**config.mk**
```make
export PLATFORM = sky130hd
export DESIGN_NAME = arith_shift_right_unit
export DESIGN_NICKNAME = d
export VERILOG_FILES = /design/src/design/sign_shift_core.v /design/src/design/arith_shift_right_unit.v
export VERILOG_INCLUDE_DIRS = /design/src /design/src/pkg
export SDC_FILE = /design/constraint.sdc
export NUM_CORES = 1
export LEC_CHECK = 0
export ABC_CLOCK_PERIOD_IN_PS = 9700
export CORE_ASPECT_RATIO = 0.8
export CORE_MARGIN = 4
export CORE_UTILIZATION = 55
export CTS_CLUSTER_DIAMETER = 60
export DETAILED_ROUTE_END_ITERATION = 12
export DONT_BUFFER_PORTS = 1
export PLACE_DENSITY = 0.7
export SETUP_SLACK_MARGIN = 0.02
export SLEW_MARGIN = 20
export SYNTH_ARGS = -nofsm -noshare
export SYNTH_HDL_FRONTEND = slang
export SYNTH_SLANG_ARGS = --single-unit
```
**constraint.sdc**
```tcl
create_clock -name pclk -period 9.7 [get_ports pclk]
set_clock_uncertainty 0.2 [all_clocks]
set_input_delay 0.485 -clock pclk [delete_from_list [all_inputs] [get_ports pclk]]
set_output_delay 0.485 -clock pclk [all_outputs]
set_load 0.01 [all_outputs]
```
**src/pkg/shift_unit_map.vh**
```
// register offsets, status word layout and reset values of the shift unit
`ifndef SHIFT_UNIT_MAP_VH
`define SHIFT_UNIT_MAP_VH

// register byte offsets
`define CTRL_OFFSET 12'h000
`define OPERAND_OFFSET 12'h004
`define COUNT_OFFSET 12'h008
`define STATUS_OFFSET 12'h00C
`define RESULT_OFFSET 12'h010
`define EXEC_COUNT_OFFSET 12'h014

// control register fields
`define CTRL_WIDE_BIT 0

// status word bit positions
`define FIRST_CHECK_BIT 0
`define LOGIC_OP_RESULT_BIT 1
`define STATUS_BIT_POS 2
`define OR_BIT_POS 3
`define STORED_OVERFLOW_BIT 4
`define OVERFLOW_BIT 5
`define CONDITION_CODE_LO_BIT 6
`define CONDITION_CODE_HI_BIT 7
`define BINARY_RESULT_BIT 8
`define STATUS_WIDTH 9

// reset values
`define CTRL_RESET 32'h00000000
`define OPERAND_RESET 32'h00000000
`define COUNT_RESET 16'h0000
`define STATUS_RESET 9'h000
`define RESULT_RESET 32'h00000000

// narrow and wide operand widths
`define NARROW_WIDTH 16
`define WIDE_WIDTH 32
`define COUNT_WIDTH 16

// bus answer timing: cycles from setup edge to pready
`define APB_WAIT_CYCLES 1

`endif

```
**src/design/sign_shift_core.v**
```verilog
// signed right shifter with count saturation and last-bit-out
`timescale 1ns/10ps

module sign_shift_core #(
  parameter WIDTH = 16,
  parameter CNT_W = 16
) (
  input wire [WIDTH-1:0] value_in,
  input wire [CNT_W-1:0] count_in,
  output wire [WIDTH-1:0] shifted_out,
  output wire last_bit_out,
  output wire count_nonzero
);

  localparam integer WIDTH_INT = WIDTH;
  // the width as a count value, cut to the count's own size
  localparam [CNT_W-1:0] WIDTH_CNT = WIDTH_INT[CNT_W-1:0];

  wire [CNT_W-1:0] count_sat;
  wire [CNT_W-1:0] count_less_one;
  wire signed [WIDTH-1:0] value_signed;
  wire signed [WIDTH-1:0] pre_shift;

  // counts beyond the width act as the width itself
  assign count_sat = (count_in > WIDTH_CNT) ? WIDTH_CNT : count_in;
  assign count_less_one = count_sat - {{(CNT_W-1){1'b0}}, 1'b1};
  assign value_signed = value_in;

  // vacated high bits take the sign bit
  assign shifted_out = value_signed >>> count_sat;

  // shifting one step less leaves the last bit out in position 0
  assign pre_shift = value_signed >>> count_less_one;
  assign count_nonzero = |count_in;
  assign last_bit_out = count_nonzero ? pre_shift[0] : 1'b0;

endmodule // sign_shift_core

```
**src/design/arith_shift_right_unit.v**
```verilog
// arithmetic right-shift unit with apb registers and status word update
//
// Chosen here: the placing of the registers and the APB register port.
`timescale 1ns/10ps
`include "shift_unit_map.vh"

module arith_shift_right_unit #(
  parameter NARROW_W = `NARROW_WIDTH,
  parameter WIDE_W = `WIDE_WIDTH,
  parameter CNT_W = `COUNT_WIDTH
) (
  input wire pclk,
  input wire presetn,
  input wire psel,
  input wire penable,
  input wire pwrite,
  input wire [11:0] paddr,
  input wire [31:0] pwdata,
  output reg [31:0] prdata,
  output reg pready,
  output reg pslverr,
  input wire box_enable_in,
  output reg box_enable_out,
  output reg [31:0] result_out,
  output reg [`STATUS_WIDTH-1:0] status_word_out
);

  // register state
  reg [31:0] ctrl_reg;
  reg [31:0] operand_reg;
  reg [CNT_W-1:0] count_reg;
  reg [31:0] exec_count_reg;
  reg [31:0] exec_count_next;
  reg [31:0] result_next;
  reg [`STATUS_WIDTH-1:0] status_next;

  // apb answer, prepared in the setup cycle
  reg pready_next;
  reg pslverr_next;
  reg [31:0] prdata_next;

  // bus decode
  wire setup_phase;
  wire access_done;
  wire bus_write;
  wire addr_mapped;
  wire addr_writable;
  wire hit_ctrl;
  wire hit_operand;
  wire hit_count;
  wire hit_status;
  wire hit_result;
  wire hit_exec;
  wire wr_ctrl;
  wire wr_operand;
  wire wr_count;
  wire wr_status;
  reg [31:0] read_mux;

  // shifter wires
  wire [NARROW_W-1:0] narrow_shifted;
  wire narrow_last;
  wire narrow_nonzero;
  wire [WIDE_W-1:0] wide_shifted;
  wire wide_last;
  wire wide_nonzero;
  wire wide_mode;

  // per-execution selected values
  reg [31:0] shift_value;
  reg last_out_bit;
  reg nonzero_count;
  wire exec_now;
  wire flag_clear;

  // zero padding above a narrow result
  localparam PAD_W = WIDE_W - NARROW_W;

  assign wide_mode = ctrl_reg[`CTRL_WIDE_BIT];

  // ------------------------------------------------------------------
  // apb slave
  // ------------------------------------------------------------------

  assign setup_phase = psel & ~penable;
  assign access_done = psel & penable & pready;
  assign bus_write = access_done & pwrite;

  // one-hot decode of the full byte address
  assign hit_ctrl = (paddr == `CTRL_OFFSET);
  assign hit_operand = (paddr == `OPERAND_OFFSET);
  assign hit_count = (paddr == `COUNT_OFFSET);
  assign hit_status = (paddr == `STATUS_OFFSET);
  assign hit_result = (paddr == `RESULT_OFFSET);
  assign hit_exec = (paddr == `EXEC_COUNT_OFFSET);

  assign addr_mapped = hit_ctrl | hit_operand | hit_count | hit_status |
    hit_result | hit_exec;

  // result and execution count are read-only
  assign addr_writable = hit_ctrl | hit_operand | hit_count | hit_status;

  // write strobes, one per writable register
  assign wr_ctrl = bus_write & hit_ctrl;
  assign wr_operand = bus_write & hit_operand;
  assign wr_count = bus_write & hit_count;
  assign wr_status = bus_write & hit_status;

  // read data are picked from the address held in the setup cycle
  always @* begin
    case (paddr)
      `CTRL_OFFSET: begin
        read_mux = {31'h00000000, ctrl_reg[`CTRL_WIDE_BIT]};
      end
      `OPERAND_OFFSET: begin
        read_mux = operand_reg;
      end
      `COUNT_OFFSET: begin
        read_mux = {16'h0000, count_reg};
      end
      `STATUS_OFFSET: begin
        read_mux = {23'h000000, status_word_out};
      end
      `RESULT_OFFSET: begin
        read_mux = result_out;
      end
      `EXEC_COUNT_OFFSET: begin
        read_mux = exec_count_reg;
      end
      default: begin
        read_mux = 32'h00000000;
      end
    endcase
  end

  // one wait-free access phase: pready rises in the cycle after setup
  // and stands for exactly one cycle, with its data and error flag
  always @* begin
    pready_next = setup_phase;
    pslverr_next = 1'b0;
    prdata_next = 32'h00000000;
    if (setup_phase) begin
      if (pwrite) begin
        pslverr_next = ~addr_writable;
      end else begin
        pslverr_next = ~addr_mapped;
        prdata_next = read_mux;
      end
    end
  end

  always @(posedge pclk or negedge presetn) begin
    if (!presetn) begin
      pready <= 1'b0;
    end else begin
      pready <= pready_next;
    end
  end

  always @(posedge pclk or negedge presetn) begin
    if (!presetn) begin
      pslverr <= 1'b0;
    end else begin
      pslverr <= pslverr_next;
    end
  end

  always @(posedge pclk or negedge presetn) begin
    if (!presetn) begin
      prdata <= 32'h00000000;
    end else begin
      prdata <= prdata_next;
    end
  end

  // mode bit selects the 32-bit variant
  always @(posedge pclk or negedge presetn) begin
    if (!presetn) begin
      ctrl_reg <= `CTRL_RESET;
    end else if (wr_ctrl) begin
      ctrl_reg <= {31'h00000000, pwdata[`CTRL_WIDE_BIT]};
    end
  end

  always @(posedge pclk or negedge presetn) begin
    if (!presetn) begin
      operand_reg <= `OPERAND_RESET;
    end else if (wr_operand) begin
      operand_reg <= pwdata;
    end
  end

  always @(posedge pclk or negedge presetn) begin
    if (!presetn) begin
      count_reg <= `COUNT_RESET;
    end else if (wr_count) begin
      count_reg <= pwdata[CNT_W-1:0];
    end
  end

  // ------------------------------------------------------------------
  // shifters
  // ------------------------------------------------------------------

  // narrow operand bits 0 to 15
  sign_shift_core #(
    .WIDTH(NARROW_W),
    .CNT_W(CNT_W)
  ) narrow_shift (
    .value_in(operand_reg[NARROW_W-1:0]),
    .count_in(count_reg),
    .shifted_out(narrow_shifted),
    .last_bit_out(narrow_last),
    .count_nonzero(narrow_nonzero)
  );

  sign_shift_core #(
    .WIDTH(WIDE_W),
    .CNT_W(CNT_W)
  ) wide_shift (
    .value_in(operand_reg[WIDE_W-1:0]),
    .count_in(count_reg),
    .shifted_out(wide_shifted),
    .last_bit_out(wide_last),
    .count_nonzero(wide_nonzero)
  );

  // narrow results sit in the low half, the high half reads zero
  always @* begin
    if (wide_mode) begin
      shift_value = wide_shifted;
      last_out_bit = wide_last;
      nonzero_count = wide_nonzero;
    end else begin
      shift_value = {{PAD_W{1'b0}}, narrow_shifted};
      last_out_bit = narrow_last;
      nonzero_count = narrow_nonzero;
    end
  end

  // ------------------------------------------------------------------
  // result and status word
  // ------------------------------------------------------------------

  assign exec_now = box_enable_in;
  // a nonzero count clears condition lo and overflow
  assign flag_clear = exec_now & nonzero_count;

  always @* begin
    result_next = result_out;
    if (exec_now) begin
      result_next = shift_value;
    end
  end

  // evaluations are counted for software, wrapping at the top
  always @* begin
    exec_count_next = exec_count_reg;
    if (exec_now) begin
      exec_count_next = exec_count_reg + 32'h00000001;
    end
  end

  // a software write is taken first; an execution in the same cycle
  // then overrides the bits that it owns
  always @* begin
    status_next = status_word_out;
    if (wr_status) begin
      status_next = pwdata[`STATUS_WIDTH-1:0];
    end
    // last bit out to condition hi
    if (flag_clear) begin
      status_next[`CONDITION_CODE_HI_BIT] = last_out_bit;
      status_next[`CONDITION_CODE_LO_BIT] = 1'b0;
      status_next[`OVERFLOW_BIT] = 1'b0;
    end
    // logic bits written, stored overflow kept, first check set
    if (exec_now) begin
      status_next[`BINARY_RESULT_BIT] = 1'b1;
      status_next[`OR_BIT_POS] = 1'b0;
      status_next[`STATUS_BIT_POS] = 1'b1;
      status_next[`LOGIC_OP_RESULT_BIT] = 1'b1;
      status_next[`FIRST_CHECK_BIT] = 1'b1;
    end
  end

  always @(posedge pclk or negedge presetn) begin
    if (!presetn) begin
      result_out <= `RESULT_RESET;
    end else begin
      result_out <= result_next;
    end
  end

  always @(posedge pclk or negedge presetn) begin
    if (!presetn) begin
      exec_count_reg <= 32'h00000000;
    end else begin
      exec_count_reg <= exec_count_next;
    end
  end

  always @(posedge pclk or negedge presetn) begin
    if (!presetn) begin
      status_word_out <= `STATUS_RESET;
    end else begin
      status_word_out <= status_next;
    end
  end

  // one cycle behind the input, since every output leaves a flop
  always @(posedge pclk or negedge presetn) begin
    if (!presetn) begin
      box_enable_out <= 1'b0;
    end else begin
      box_enable_out <= box_enable_in;
    end
  end

endmodule // arith_shift_right_unit

```
==> out/qor.txt <==
Mux contribution to synthesized area: 0.148
Share of layout cells above drive strength 1: 0.123
Grt ovf: 0
Hold Vio Cnt, Final: 0
CTS clock-pin slew for the worst setup and hold paths: 0.08 ns
Final #Nets: 1297
Logic pwr share: 0.051
Most common cell after layout, fill and taps aside: dfrtp_1
First-pass GRT wire length: 64300 um
Routed vias: 10800
Routed WL per cell: 27.8 um
Finished Layout Cells: 1522
Vias in the first global route: 10300
Mapped Nets: 1357
Fmax: 211 MHz
Worst-Margin Slew: 0.914 ns
GRT Overall Usage: 0.367
Bufs on Longest Clock Path: 2
H-tree depth: 4
Routed Antenna Nets: 0
Async SR Flop Fraction: 1.00
Clock sink total: 157
Die height: 136 um
Critical Path RT: 9.81 ns
Worst Path Arrival: 4.84 ns
Placed insts: 1456
DRC viols: 0
Final Worst Setup Slack: 4.97 ns
Pwr dens: 126 nW/um2
LEAKAGE: 5.12 nW
Unique masters post-synth: 90
Post-synthesis compound-gate area fraction: 0.232
Sequential fraction of the synthesis area: 0.349
Net switching power: 0.397 mW
Die area: 22800 um2
Post-Synth XOR/XNOR Area: 0.0272
Pre-antenna DRT Iters: 10
Worst hold path class: input port to flip-flop
Unrepaired setup endpoints after global routing: false
Vias per cell: 7.09
HPWL after detailed placement: 29000 um
Synth Register Bits: 157
Status: finished, final reports clean
Die X: 168 um
Routed WL: 42300 um
Final slew viol count: 0
I/O Buffers: 0
Placed Instance Area: 11100 um2
Seq pwr share: 0.463
Iteration-0 DRC Markers: 1574
Synth warn: 0
Adder-cell share of the synthesized area: 0.00334
Final instance area: 12100 um2
Largest family of logic cells by synthesized area: compound AO/OA/AOI/OAI gates
Antenna violations before repair: 5
R2r setup slk: 4.97 ns
Fin Setup TNS: 0 ns
TritonCTS Buffers: 17
Initial Util: 0.563
PostCTS Resize Cnt: 0
Number of synthesized flops with an enable pin: 0
Simple-Gate Fraction of Synth Area: 0.182
Clock network fraction of total power: 0.487
P_int: 1.13 mW
Most frequent cells in the layout: 156 x dfrtp_1, 144 x nor2_1, 132 x nand2_1
Util after Layout: 0.606
Max Cap Violations: 0
# IOs: 126
Post-CTS Setup Bufs: 0
Mapped Cells: 1304
Hold slack: 0.00877 ns
Core ar.: 20000 um2
Startpoint type of the worst setup path: flip-flop
Net Sw Frac: 0.260
Total power draw: 1.52 mW
# fillers: 1756
Final setup viols: 0
Post-Place Worst Slack: 5.02 ns
Hold buffers post-CTS: 33
Synthesized area per cell: 8.63 um2
Worst skew pair latency: 0.43 ns
Crit share post-route: 0.488
Row count: 46
Largest net degree at the start of global routing: 158
Max Fanout on Critical Path: 35
Worst IR Drop VDD: 0.112 mV
Placer Congestion: 0.990
Critical path class: flip-flop to flip-flop
Period minus WS final: 4.73 ns
Layout overhead on the synthesized area: 7.61%
CTS tree: done
Crit path capture type: flip-flop
Rel. slew slack: 0.386
Synthesized area: 11300 um2
Top_reg_cell synth: dfrtp_1
Clock root cell: clkbuf_16
## final timing paths
path	from	to	depth (start not counted)
max in group asynchronous	presetn	prdata[1]$_DFF_PN0_	2
max reg2reg	count_reg[14]$_DFFE_PN0P_	status_word_out[7]$_DFFE_PN0P_	10
max	count_reg[14]$_DFFE_PN0P_	status_word_out[7]$_DFFE_PN0P_	10
min reg2reg	exec_count_reg[31]$_DFFE_PN0P_	exec_count_reg[31]$_DFFE_PN0P_	1
min in group asynchronous	presetn	operand_reg[20]$_DFFE_PN0P_	2
min	box_enable_in	exec_count_reg[2]$_DFFE_PN0P_	2
## critical path: stages (launching register included)
cell and delay, ns:
dfrtp_1 0.42, nor4_4 0.83, nand4_4 0.78, nor2_4 0.54, inv_1 0.17, ha_1 0.68, mux4_2 0.59, nand3_1 0.10
o311ai_1 0.10, nor2_1 0.12, o41ai_1 0.08
## metal layers
layer	GRT usage	up-vias	part of all wire
met4	0.153	4	0.047
met1	0.495	5151	0.40
li1	-	4676	-
met3	0.120	161	0.13
met5	0	-	0.00059
met2	0.545	806	0.43
## power by group through the flow
stage / clock network [mW] / logic (mW) / registers [mW]
finish: 0.742 / 0.0772 / 0.706
global route: 0.773 / 0.0873 / 0.707
CTS: 0.747 / 0.0775 / 0.704
global placement: 0 / 0.0475 / 0.717
floorplan: 0 / 0.0490 / 0.705
detailed placement: 0 / 0.0491 / 0.717
## area by class of cell
cell class                      instances  area [um2]  area share
Clock buffer                           18         429      0.0354
Timing Repair Buffer                   49         468      0.0386
Clock inverter                         14         198      0.0163
Multi-Input combinational cell       1004        6690       0.553
Sequential cell                       157        3930       0.325
Tap cell                              264         330      0.0273
Inverter                               15        56.3     0.00465
Antenna cell                            1        2.50    0.000207
## synth_stat cells, drive strengths merged, types with 5 or more instances
cell / n / area [um2]
a31oi: 27 / 169
nor3: 22 / 133
a21oi: 100 / 519
o31ai: 5 / 37.5
a311oi: 8 / 70.1
inv: 13 / 48.8
o21a: 7 / 52.6
nor2: 148 / 568
clkbuf: 80 / 300
a2bb2oi: 6 / 52.6
a22o: 24 / 210
nand4: 19 / 168
and4: 5 / 43.8
xor2: 10 / 87.6
o21ai: 73 / 369
buf: 48 / 293
nand2: 134 / 508
xnor2: 25 / 219
a22oi: 19 / 143
nor2b: 9 / 56.3
a21o: 6 / 45.0
o221ai: 5 / 50.0
o2bb2ai: 7 / 61.3
nor3b: 6 / 45.0
and2: 7 / 43.8
nand3: 25 / 130
o211ai: 9 / 67.6
a211oi: 20 / 150
nand3b: 5 / 37.5
mux2i: 83 / 831
nand2b: 8 / 50.1
mux2: 66 / 743
o22a: 7 / 61.3
o22ai: 20 / 125
a221oi: 5 / 50.0
dfrtp: 157 / 3930
and3: 20 / 125
## cells by family after synthesis
logic type	Yosys count
simple gates	425
compound gates	388
buf+inv	143
fa+ha+maj	3
flops	157
mux	153
xor+xnor	35
No activity file was read; power rests on OpenSTA's default activity.
